## src/hw/otfm_regs.vh

```
`ifndef OTFM_REGS_VH
`define OTFM_REGS_VH
// Register byte addresses
`define OTFM_ADDR_OC_SEL 12'h000
`define OTFM_ADDR_RLY1_SEL 12'h004
`define OTFM_ADDR_RLY2_SEL 12'h008
`define OTFM_ADDR_RSVD_SEL 12'h00C
`define OTFM_ADDR_SWM_SEL 12'h010
`define OTFM_ADDR_MODE 12'h014
`define OTFM_ADDR_STATUS 12'h018
// Reset values
`define OTFM_RST_OC_SEL 16'h0001
`define OTFM_RST_RLY1_SEL 16'h0002
`define OTFM_RST_RLY2_SEL 16'h0000
`define OTFM_RST_SWM_SEL 16'h0000
`define OTFM_RST_MODE 1'b0
// Mode field: 0 pulse, 1 switch
`define OTFM_MODE_SWITCH 1'b1
// Function codes
`define OTFM_FN_NONE 5'd0
`define OTFM_FN_RUN 5'd1
`define OTFM_FN_FAULT 5'd2
`define OTFM_FN_FLD1 5'd3
`define OTFM_FN_FREACH 5'd4
`define OTFM_FN_ZSPD 5'd5
`define OTFM_FN_MOL 5'd6
`define OTFM_FN_DOL 5'd7
`define OTFM_FN_SETCNT 5'd8
`define OTFM_FN_DESCNT 5'd9
`define OTFM_FN_LEN 5'd10
`define OTFM_FN_SEQ 5'd11
`define OTFM_FN_RUNT 5'd12
`define OTFM_FN_FLIM 5'd13
`define OTFM_FN_TLIM 5'd14
`define OTFM_FN_READY 5'd15
`define OTFM_FN_AIN 5'd16
`define OTFM_FN_UPPER 5'd17
`define OTFM_FN_LOWER 5'd18
`define OTFM_FN_UV 5'd19
`define OTFM_FN_COMM 5'd20
`define OTFM_FN_ZSPD2 5'd23
`define OTFM_FN_PONT 5'd24
`define OTFM_FN_FLD2 5'd25
// Sequencer pulse width
`define OTFM_PULSE_MS 250
`define OTFM_CLK_HZ 40000000
`define OTFM_PULSE_CYC (`OTFM_PULSE_MS * (`OTFM_CLK_HZ / 1000))
`endif

```

## src/hw/otfm_top.v

```verilog
`timescale 1ns/1ps
`default_nettype none
`include "otfm_regs.vh"

// Operation
// RULE_01: Four terminals, own selector, shared table
// RULE_02: Code 0 keeps terminal inactive
// RULE_03: Code 1 on while running
// RULE_04: Code 2 on at fault stop
// RULE_05: Code 5 running at zero frequency
// RULE_06: Code 6 motor overload pre-alarm
// RULE_07: Code 7 drive overload pre-alarm
// RULE_08: Code 8 set count reached
// RULE_09: Code 9 designated count reached
// RULE_10: Code 10 length exceeded
// RULE_11: Code 11 250ms pulse per cycle
// RULE_12: Code 12 running time exceeded
// RULE_13: Code 13 frequency limited
// RULE_14: Code 14 torque limited in speed mode; code also requires st_stall_active
// RULE_15: Code 15 ready: supplies ok, no fault; code also requires st_operable
// RULE_16: Code 16 first analog above second
// RULE_17: Code 17 upper limit reached
// RULE_18: Code 18 lower limit, off when stopped
// RULE_19: Code 19 undervoltage
// RULE_20: Code 23 zero frequency or stopped
// RULE_21: Code 24 power-on time exceeded
// RULE_22: Selector reset values 1, 2, 0, 0
// RULE_23: Switch selector used only in switch mode
// RULE_24: Synchronous level inputs, update every clock
// RULE_25: Codes 3,4,20,25 pass through; reserved off
module otfm_top #(
  parameter PULSE_CYC = `OTFM_PULSE_CYC
) (
  input wire mclk,
  input wire rst,
  input wire psel,
  input wire penable,
  input wire pwrite,
  input wire [11:0] paddr,
  input wire [31:0] pwdata,
  output reg [31:0] prdata,
  output reg pready,
  output reg pslverr,
  input wire st_running,
  input wire st_fault_stop,
  input wire st_out_freq_zero,
  input wire st_motor_ol_prealarm,
  input wire st_drive_ol_prealarm,
  input wire st_set_count_hit,
  input wire st_desig_count_hit,
  input wire st_length_hit,
  input wire st_seq_cycle_done,
  input wire st_run_time_hit,
  input wire st_cmd_beyond_limit,
  input wire st_at_limit,
  input wire st_speed_mode,
  input wire st_torque_at_limit,
  input wire st_stall_active,
  input wire st_supplies_ok,
  input wire st_operable,
  input wire [15:0] analog_input_first,
  input wire [15:0] analog_input_second,
  input wire st_at_upper,
  input wire st_at_lower,
  input wire st_undervoltage,
  input wire st_power_on_hit,
  input wire freq_level_detect_first,
  input wire freq_level_detect_second,
  input wire st_freq_reached,
  input wire comm_out_request,
  output reg open_collector_out_1,
  output reg main_relay_contacts,
  output reg second_relay_out,
  output reg multiplexed_switch_out
);

  reg [15:0] oc_sel_q;
  reg [15:0] rly1_sel_q;
  reg [15:0] rly2_sel_q;
  reg [15:0] swm_sel_q;
  reg mode_q;
  reg [31:0] pulse_cnt_q;
  reg seq_pulse;
  reg [31:0] rd_d;
  reg map_hit;
  reg [31:0] cond;
  wire wr_en;
  wire oc_on;
  wire r1_on;
  wire r2_on;
  wire sw_on;

  assign wr_en = psel & penable & pwrite & pready;

  // Selector and mode registers
  always @(posedge mclk) begin
    if (rst) begin
      oc_sel_q <= `OTFM_RST_OC_SEL; // [RULE_22]
      rly1_sel_q <= `OTFM_RST_RLY1_SEL; // [RULE_22]
      rly2_sel_q <= `OTFM_RST_RLY2_SEL; // [RULE_22]
      swm_sel_q <= `OTFM_RST_SWM_SEL; // [RULE_22]
      mode_q <= `OTFM_RST_MODE;
    end else if (wr_en) begin
      case (paddr)
        `OTFM_ADDR_OC_SEL: oc_sel_q <= pwdata[15:0];
        `OTFM_ADDR_RLY1_SEL: rly1_sel_q <= pwdata[15:0];
        `OTFM_ADDR_RLY2_SEL: rly2_sel_q <= pwdata[15:0];
        `OTFM_ADDR_SWM_SEL: swm_sel_q <= pwdata[15:0];
        `OTFM_ADDR_MODE: mode_q <= pwdata[0];
        default: ;
      endcase
    end
  end

  // Read decode
  always @* begin
    rd_d = 32'h0000_0000;
    map_hit = 1'b1;
    case (paddr)
      `OTFM_ADDR_OC_SEL: rd_d = {16'h0000, oc_sel_q};
      `OTFM_ADDR_RLY1_SEL: rd_d = {16'h0000, rly1_sel_q};
      `OTFM_ADDR_RLY2_SEL: rd_d = {16'h0000, rly2_sel_q};
      `OTFM_ADDR_RSVD_SEL: rd_d = 32'h0000_0000;
      `OTFM_ADDR_SWM_SEL: rd_d = {16'h0000, swm_sel_q};
      `OTFM_ADDR_MODE: rd_d = {31'h0000_0000, mode_q};
      `OTFM_ADDR_STATUS: rd_d = {27'h0000_000, seq_pulse,
        multiplexed_switch_out, second_relay_out,
        main_relay_contacts, open_collector_out_1};
      default: map_hit = 1'b0;
    endcase
  end

  // APB slave: one wait state, answer on second access cycle
  always @(posedge mclk) begin
    if (rst) begin
      pready <= 1'b0;
      prdata <= 32'h0000_0000;
      pslverr <= 1'b0;
    end else begin
      pready <= psel & penable & ~pready;
      pslverr <= psel & penable & ~pready & ~map_hit;
      if (psel & penable & ~pready & ~pwrite)
        prdata <= rd_d;
    end
  end

  // Sequencer cycle pulse, retriggered by each completion
  always @(posedge mclk) begin
    if (rst) begin
      pulse_cnt_q <= 32'h0000_0000;
      seq_pulse <= 1'b0;
    end else if (st_seq_cycle_done) begin
      pulse_cnt_q <= PULSE_CYC - 1; // [RULE_11]
      seq_pulse <= 1'b1;
    end else if (pulse_cnt_q != 32'h0000_0000) begin
      pulse_cnt_q <= pulse_cnt_q - 32'h0000_0001;
    end else begin
      seq_pulse <= 1'b0; // [RULE_11]
    end
  end

  // Shared function table, one bit per code
  always @* begin
    cond = 32'h0000_0000;
    cond[`OTFM_FN_RUN] = st_running; // [RULE_03]
    cond[`OTFM_FN_FAULT] = st_fault_stop; // [RULE_04]
    cond[`OTFM_FN_FLD1] = freq_level_detect_first; // [RULE_25]
    cond[`OTFM_FN_FREACH] = st_freq_reached; // [RULE_25]
    cond[`OTFM_FN_ZSPD] = st_running & st_out_freq_zero; // [RULE_05]
    cond[`OTFM_FN_MOL] = st_motor_ol_prealarm; // [RULE_06]
    cond[`OTFM_FN_DOL] = st_drive_ol_prealarm; // [RULE_07]
    cond[`OTFM_FN_SETCNT] = st_set_count_hit; // [RULE_08]
    cond[`OTFM_FN_DESCNT] = st_desig_count_hit; // [RULE_09]
    cond[`OTFM_FN_LEN] = st_length_hit; // [RULE_10]
    cond[`OTFM_FN_SEQ] = seq_pulse; // [RULE_11]
    cond[`OTFM_FN_RUNT] = st_run_time_hit; // [RULE_12]
    cond[`OTFM_FN_FLIM] = st_cmd_beyond_limit & st_at_limit; // [RULE_13]
    cond[`OTFM_FN_TLIM] = st_speed_mode & st_torque_at_limit &
      st_stall_active; // [RULE_14]
    cond[`OTFM_FN_READY] = st_supplies_ok & ~st_fault_stop &
      st_operable; // [RULE_15]
    cond[`OTFM_FN_AIN] = analog_input_first >
      analog_input_second; // [RULE_16]
    cond[`OTFM_FN_UPPER] = st_at_upper; // [RULE_17]
    cond[`OTFM_FN_LOWER] = st_at_lower & st_running; // [RULE_18]
    cond[`OTFM_FN_UV] = st_undervoltage; // [RULE_19]
    cond[`OTFM_FN_COMM] = comm_out_request; // [RULE_25]
    cond[`OTFM_FN_ZSPD2] = st_out_freq_zero | ~st_running; // [RULE_20]
    cond[`OTFM_FN_PONT] = st_power_on_hit; // [RULE_21]
    cond[`OTFM_FN_FLD2] = freq_level_detect_second; // [RULE_25]
  end

  // Per-terminal selection; codes above 31 are off
  assign oc_on = (oc_sel_q[15:5] == 11'h000) & cond[oc_sel_q[4:0]]; // [RULE_01]
  assign r1_on = (rly1_sel_q[15:5] == 11'h000) & cond[rly1_sel_q[4:0]];
  assign r2_on = (rly2_sel_q[15:5] == 11'h000) & cond[rly2_sel_q[4:0]];
  assign sw_on = (swm_sel_q[15:5] == 11'h000) & cond[swm_sel_q[4:0]];

  // Terminal outputs, refreshed every clock; bit 0 of cond stays low
  always @(posedge mclk) begin
    if (rst) begin
      open_collector_out_1 <= 1'b0;
      main_relay_contacts <= 1'b0;
      second_relay_out <= 1'b0;
      multiplexed_switch_out <= 1'b0;
    end else begin
      open_collector_out_1 <= oc_on; // [RULE_24] [RULE_02]
      main_relay_contacts <= r1_on; // [RULE_24]
      second_relay_out <= r2_on; // [RULE_24]
      multiplexed_switch_out <= sw_on &
        (mode_q == `OTFM_MODE_SWITCH); // [RULE_23]
    end
  end

endmodule // otfm_top
`default_nettype wire

```

## config.mk

```make
export PLATFORM = sky130hd
export DESIGN_NAME = otfm_top
export DESIGN_NICKNAME = d
export VERILOG_FILES = /design/src/hw/otfm_top.v
export VERILOG_INCLUDE_DIRS = /design/src /design/src/hw
export SDC_FILE = /design/constraint.sdc
export NUM_CORES = 1
export LEC_CHECK = 0
export BUFFER_PORTS_ARGS = -buffer_cell sky130_fd_sc_hd__buf_2
export CAP_MARGIN = 10
export CORE_MARGIN = 4
export CORE_UTILIZATION = 55
export CTS_CLUSTER_SIZE = 24
export DETAILED_ROUTE_END_ITERATION = 10
export PLACE_DENSITY = 0.81
export SYNTH_ARGS = -nofsm -noshare
export SYNTH_HDL_FRONTEND = slang
export SYNTH_SLANG_ARGS = --single-unit
```

## constraint.sdc

```tcl
create_clock -name mclk -period 2.55 [get_ports mclk]
set_input_delay 0.255 -clock mclk [delete_from_list [all_inputs] [get_ports mclk]]
set_output_delay 0.255 -clock mclk [all_outputs]
set_load 0.005 [all_outputs]
```

==> results of run 1 <==
[cell families (layout without fill, tap and decap cells)]
| logic type | after synthesis | after routing | share of synthesized area |
|---|---|---|---|
| adder cells (fa/ha/maj) | 17 | 17 | 0.0323 |
| buffers and inverters | 89 | 195 | 0.0628 |
| other | 1 | 16 | 0.000569 |
| XOR/XNOR | 24 | 24 | 0.0319 |
| multiplexers | 88 | 88 | 0.155 |
| flip-flops | 120 | 120 | 0.365 |
| AND/OR/NAND/NOR | 285 | 285 | 0.213 |
| AO/OA/AOI/OAI | 147 | 147 | 0.140 |
[worst max-delay path, cell delays in order, from the launching register on]
cell and delay (ns):
dfxtp_1 0.39, inv_1 0.06, ha_1 0.21, nor3b_1 0.14, buf_4 0.15, and3_1 0.17
a21oi_1 0.51, nand4b_1 0.19, xor2_1 0.17, a21oi_1 0.14
[synthesized netlist by cell type, drive strengths merged, types with 4 or more instances]
cell type	number	area, um2
nand2	55	206
a311oi	8	70.1
nand4	7	43.8
o211ai	5	37.5
dfxtp	120	2400
nand2b	7	43.8
inv	27	101
mux2i	77	771
buf	26	178
nor3	14	70.1
nand3b	7	52.6
a211o	5	43.8
xnor2	6	52.6
nor4	24	156
nand3	15	80.1
a211oi	7	52.6
nor4b	4	41.3
nor2	109	409
a21oi	47	235
o21ai	37	185
nor2b	12	75.1
nand4b	6	52.6
mux4	11	248
or3	5	31.3
a31oi	11	68.8
ha	17	213
a221oi	11	96.3
clkbuf	36	135
or4	6	45.0
xor2	18	158
[per-layer routing]
metal,GRT usage,share of wire,up-vias
li1,-,-,2970
met1,0.304,0.42,2881
met2,0.407,0.48,233
met3,0.0687,0.073,40
met4,0.105,0.028,2
met5,0,0.00041,-
[where the power goes]
part | switching (W) | internal (W)
Combinational | 0.000207 | 0.000165
Sequential | 0.0000242 | 0.00190
Clock | 0.000831 | 0.00171
Total | 0.00106 | 0.00377
[cell type report]
class | count | area [um2] | share of cell area
clock inverters | 12 | 173 | 0.0219
repair buffers | 136 | 743 | 0.0941
multi-input cells | 577 | 3840 | 0.486
clock buffers | 20 | 467 | 0.0591
inverters | 27 | 101 | 0.0128
flip-flops and latches | 120 | 2400 | 0.304
well taps | 143 | 179 | 0.0226
[through the flow]
stage,setup WS [ns],cell area (um2),utilization,cells
finish,0.352,7900,0.683,1035
global route,0.103,7900,0.683,1035
CTS,0.366,7900,0.683,1035
detailed placement,0.0982,7260,0.628,1003
global placement,0.183,7260,0.628,1003
floorplan,0.428,6650,-,786
[state kept, by name, indices dropped and copies added, names as in the netlist]
| name | count |
|---|---|
| main_relay_contacts | 1 |
| mode_q | 1 |
| multiplexed_switch_out | 1 |
| oc_sel_q | 16 |
| open_collector_out_1 | 1 |
| prdata | 16 |
| pready | 1 |
| pslverr | 1 |
| pulse_cnt_q | 32 |
| rly1_sel_q | 16 |
| rly2_sel_q | 16 |
| second_relay_out | 1 |
| seq_pulse | 1 |
| swm_sel_q | 16 |
[worst max-delay path by stage]
stage	endpoint	slack, ns
after detailed placement	main_relay_contacts$_SDFF_PP0_	0.1
after CTS	pulse_cnt_q[19]$_SDFFE_PP0P_	0.37
after floorplan	oc_sel_q[10]$_SDFFE_PP0P_	0.43
after global routing	pulse_cnt_q[19]$_SDFFE_PP0P_	0.10
after global placement	open_collector_out_1$_SDFF_PP0_	0.18
final	pulse_cnt_q[23]$_SDFFE_PP0P_	0.35
==> summary.txt, run 1 <==
Global routing
  • Maximum number of pins on one net before global-route repair: 33
  • Initial antenna violation count: 1
  • Final global-route overflow total: 0
  • Tot GR Track Use: 0.247
  • Via count of the first global-routing pass: 5842
  • Global-route wire length before repair: 28.3 mm

Clock tree
  • Worst-skew pair later-pin latency: 0.42 ns
  • Max clock buf depth: 2
  • # hold bufs at CTS: 0
  • Number of instances resized during post-cts repair: 0
  • CTS tree: done
  • Depth of the CTS H-tree: 4
  • Cell at the root of the clock tree: clkbuf_16
  • TritonCTS Buffers: 17
  • CTS clk-pin slew, worst paths: 0.06 ns
  • Post-CTS Repair Setup Buffers: 0
  • Count of clock tree sinks: 120

Finish
  • Leading cell types in the layout, fill and taps excluded: dfxtp_1 (120), buf_2 (111), nor2_1 (109), mux2i_1 (77), nand2_1 (55)
  • Layout cells sized above 1: 0.210
  • Final net count: 1002
  • Most common cell after layout, fill and taps aside: dfxtp_1
  • Filler Cell Count: 914
  • Layout Area Growth over Synthesis: 19.9%
  • Antenna cells: 0

Hold path
  • Worst hold start: pwdata[3]
  • Worst min-delay path category: primary input to flip-flop
  • Hold path depth: 3
  • Hold EP: rly1_sel_q[3]$_SDFFE_PP0P_

Critical path
  • Worst setup SP type: flip-flop
  • FF-to-FF path depth: 9
  • Critical path start-end classification: flip-flop to flip-flop
  • Start point of the critical path: pulse_cnt_q[0]$_SDFFE_PP0P_
  • Required time worst endpoint: 2.89 ns
  • Biggest fanout along the worst timing path: 7
  • Data arrival time of the worst path: 2.54 ns
  • Reg2Reg Capture Point: pulse_cnt_q[23]$_SDFFE_PP0P_
  • Reg-to-reg critical path startpoint: pulse_cnt_q[0]$_SDFFE_PP0P_
  • Category of the worst setup path capture point: flip-flop
  • Reg2Reg Setup Slack: 0.35 ns

Logic synthesis
  • Flop and latch count out of synthesis: 120
  • Gate count after technology mapping: 771
  • Number of warnings reported in the yosys synthesis log: 0
  • Prevailing post-synth register cell: dfxtp_1
  • Count of flip-flops with a built-in enable after synthesis: 0
  • Avg Synthesized Cell Area: 8.55 um2
  • Total standard cell area after synthesis: 0.00659 mm2
  • Number of distinct library cell variants in the gate-level netlist after synthesis: 52
  • Share of synthesized area occupied by flip-flops and latches: 0.365
  • Proportion of register bits with asynchronous set or reset after synthesis: 0

Timing
  • Unrepaired setup endpoints after global routing: false
  • Final count of hold timing violations: 0
  • Total Neg Setup Slack: 0 ns
  • Total of endpoints with negative setup slack in the final report: 0
  • Highest achievable clock rate: 455 MHz
  • Worst slew pin tran: 0.858 ns
  • Max-slew headroom: 0.427
  • Min Hold Slack: 0.129 ns
  • Clock period minus worst slack: 2.20 ns
  • Fraction of the cycle the final worst path needs: 0.862
  • Final count of pins violating max slew: 0
  • Post-Route Skew: 0.00912 ns

Pwr
  • P_leak: 3.25 nW
  • Power, Total: 0.00483 W
  • Power per unit of standard cell area: 612 mW/mm2
  • Worst vdd ir: 0.838 mV

Route
  • DRT Pass-1 Iters: 5
  • Count of vias placed by the detailed router: 6126
  • DRC violation count after routing: 0
  • Total length of routed wires: 17.2 mm
  • Vias per inst: 5.92
  • DRT antenna net count: 0
  • Drt first-iter violations: 416
  • Routed wire per std cell: 16.6 um

Run
  • Count of maximum capacitance violations: 0

Floorplan
  • Horizontal extent of the die: 117 um
  • Height of the die: 117 um
  • Core Area: 0.0116 mm2
  • Die footprint: 0.0138 mm2
  • Boundary Pins: 144
  • Rows: 39
  • Initial cell density of the core: 0.570

Placement
  • Post-detailed-placement half-perimeter wirelength: 12.2 mm
  • Count of buffers inserted at the top-level ports: 111
  • RePlAce Congestion: 0.959

Status
  • Result of the run: complete, no violations
Power figures use the tool's default switching activity.
==> run 2, diff against run 1 <==
==> constraint.sdc (replaced) <==
create_clock -name mclk -period 2.55 [get_ports mclk]
set_input_delay 0 -clock mclk [delete_from_list [all_inputs] [get_ports mclk]]
set_output_delay 0 -clock mclk [all_outputs]
set_load 0.005 [all_outputs]
==> summary.txt, run 2 (synthesized netlist as in run 1, its figures left out) <==
Clock tree
  • CTS clk-pin slew, worst paths: 0.05 ns
  • Cell at the root of the clock tree: clkbuf_16
  • Number of instances resized during post-cts repair: 0
  • CTS tree: done
  • Depth of the CTS H-tree: 4
  • Worst-skew pair later-pin latency: 0.42 ns
  • TritonCTS Buffers: 17
  • Post-CTS Repair Setup Buffers: 0
  • Max clock buf depth: 2
  • Count of clock tree sinks: 120

Critical path
  • Start point of the critical path: pulse_cnt_q[0]$_SDFFE_PP0P_
  • Reg2Reg Setup Slack: 0.40 ns
  • Critical-path top delay cell: a21oi_1
  • Worst setup SP type: flip-flop
  • Reg2Reg Capture Point: pulse_cnt_q[23]$_SDFFE_PP0P_
  • Biggest fanout along the worst timing path: 7
  • CP top delay family: compound AO/OA/AOI/OAI gates
  • Number of logic stages on the critical path including buffering: 9
  • FF-to-FF path depth: 9
  • Buffer and inverter count on the worst path: 2
  • Required time worst endpoint: 2.82 ns
  • Critical path start-end classification: flip-flop to flip-flop
  • Capture point of the worst path: pulse_cnt_q[23]$_SDFFE_PP0P_
  • Most used cell, CP: a21oi_1
  • Category of the worst setup path capture point: flip-flop
  • Reg-to-reg critical path startpoint: pulse_cnt_q[0]$_SDFFE_PP0P_
  • Delay of the slowest cell on the worst path: 0.47 ns
  • Data arrival time of the worst path: 2.42 ns
  • Cell-by-cell trace of the critical path: inv_1 > ha_1 > nor3b_1 > buf_4 > and3_1 > a21oi_1 > nand4b_1 > xor2_1 > a21oi_1

Finish
  • Register with the most flip-flops: pulse_cnt_q
  • Layout cells sized above 1: 0.202
  • Layout Area Growth over Synthesis: 22.5%
  • Finished Cell Area: 0.00808 mm2
  • Most common cell after layout, fill and taps aside: dfxtp_1
  • Max FFs per register: 32
  • Leading cell types in the layout, fill and taps excluded: dfxtp_1 (120), buf_2 (111), nor2_1 (109), mux2i_1 (77), nand2_1 (55)
  • Final net count: 1019
  • Antenna cells: 0

Timing
  • Total Neg Setup Slack: 0 ns
  • Max-slew headroom: 0.586
  • Fraction of the cycle the final worst path needs: 0.842
  • Clock period minus worst slack: 2.15 ns
  • Unrepaired setup endpoints after global routing: false
  • Worst slew pin tran: 0.622 ns
  • Final count of hold timing violations: 0
  • Highest achievable clock rate: 466 MHz
  • Total of endpoints with negative setup slack in the final report: 0
  • Final count of pins violating max slew: 0
  • Post-Route Skew: 0.0112 ns
  • Post-route setup slack: 0.403 ns

Global routing
  • Tot GR Track Use: 0.250
  • Global-route wire length before repair: 28.6 mm
  • Via count of the first global-routing pass: 5871
  • Final global-route overflow total: 0
  • Maximum number of pins on one net before global-route repair: 50
  • Initial antenna violation count: 0

Hold path
  • Worst min-delay path category: primary input to flip-flop

Route
  • Total length of routed wires: 17.5 mm
  • DRC violation count after routing: 0
  • Drt first-iter violations: 410
  • DRT Pass-1 Iters: 5
  • Count of vias placed by the detailed router: 6264
  • DRT antenna net count: 0
  • Routed wire per std cell: 16.7 um
  • Vias per inst: 5.96

Placement
  • RePlAce Congestion: 0.934
  • Post-detailed-placement half-perimeter wirelength: 12.2 mm
  • Post-Place Cell Area: 0.00725 mm2
  • Count of buffers inserted at the top-level ports: 111
  • Worst slack at placement: 0.380 ns

Status
  • Result of the run: complete, no violations

Floorplan
  • Core Area: 0.0116 mm2
  • Initial cell density of the core: 0.570
  • Horizontal extent of the die: 117 um
  • Height of the die: 117 um
  • Die footprint: 0.0138 mm2
  • Boundary Pins: 144
  • Rows: 39

Pwr
  • P_leak: 3.31 nW
  • Worst vdd ir: 0.515 mV
  • Power per unit of standard cell area: 602 mW/mm2

Run
  • Count of maximum capacitance violations: 0
[run 2: changes by cell type in the layout (fill, tap and decap cells not counted), sizes merged]
cell | before | now
dlygate4sd3 | 0 | 20
inv | 27 | 31
buf | 136 | 133
clkbuf | 20 | 17
clkinv | 6 | 4
[run 2: stage by stage]
stage	hold WS (ns)	total power (W)	util	cells
after floorplan	0.117	0.00219	-	786
after global placement	0.256	0.00232	0.627	1000
after detailed placement	0.262	0.00233	0.627	1000
after CTS	0.0360	0.00487	0.698	1051
after global routing	0.0763	0.00501	0.698	1051
final	0.0553	0.00486	0.698	1051
[run 2: timing repair]
action / CTS / global route
hold buffers: 20 / 0
setup endpoints to repair: 0 / 0
endpoints found under the hold margin: 69 / 0
[run 2: area by class of cell]
type,count,area [um2]
Clock buffer,17,425
Inverter,27,101
Tap cell,143,179
Clock inverter,14,198
Multi-Input combinational cell,577,3840
Fill cell,908,3490
Sequential cell,120,2400
Timing Repair Buffer,153,933
[run 2: how the worst min path moves through the flow]
stage          depth (start not counted)                      endpoint  slack (ns)              start
6_report                               3            pslverr$_SDFF_PP0_        0.06           paddr[3]
5_1_grt                                2    rly2_sel_q[6]$_SDFFE_PP0P_        0.08                rst
4_1_cts                                2  pulse_cnt_q[19]$_SDFFE_PP0P_        0.04                rst
3_5_place_dp                           2    rly1_sel_q[1]$_SDFFE_PP1P_        0.26          pwdata[1]
3_3_place_gp                           2    rly1_sel_q[1]$_SDFFE_PP1P_        0.26          pwdata[1]
2_1_floorplan                          2        seq_pulse$_SDFFE_PP0P_        0.12  st_seq_cycle_done
[run 2: worst register-to-register path: stages, from the launching register on]
cell	delay [ns]
dfxtp_1	0.37
inv_1	0.06
ha_1	0.21
nor3b_1	0.14
buf_4	0.15
and3_1	0.17
a21oi_1	0.47
nand4b_1	0.20
xor2_1	0.16
a21oi_1	0.07
[run 2: routing by layer]
| layer | up-vias | wire length (um) | global-route usage |
|---|---|---|---|
| li1 | 3016 | - | - |
| met4 | 0 | 395 | 0.0857 |
| met3 | 43 | 1250 | 0.0649 |
| met5 | - | 0 | 0 |
| met1 | 2941 | 7210 | 0.307 |
| met2 | 264 | 8680 | 0.426 |
[run 2: power breakdown]
group	leakage (nW)	total, W	internal [W]	switching, W
sequential	0.972	0.00192	0.00190	0.0000239
combinational	2.04	0.000398	0.000185	0.000214
clock	0.301	0.00254	0.00164	0.000901
total	3.31	0.00486	0.00372	0.00114
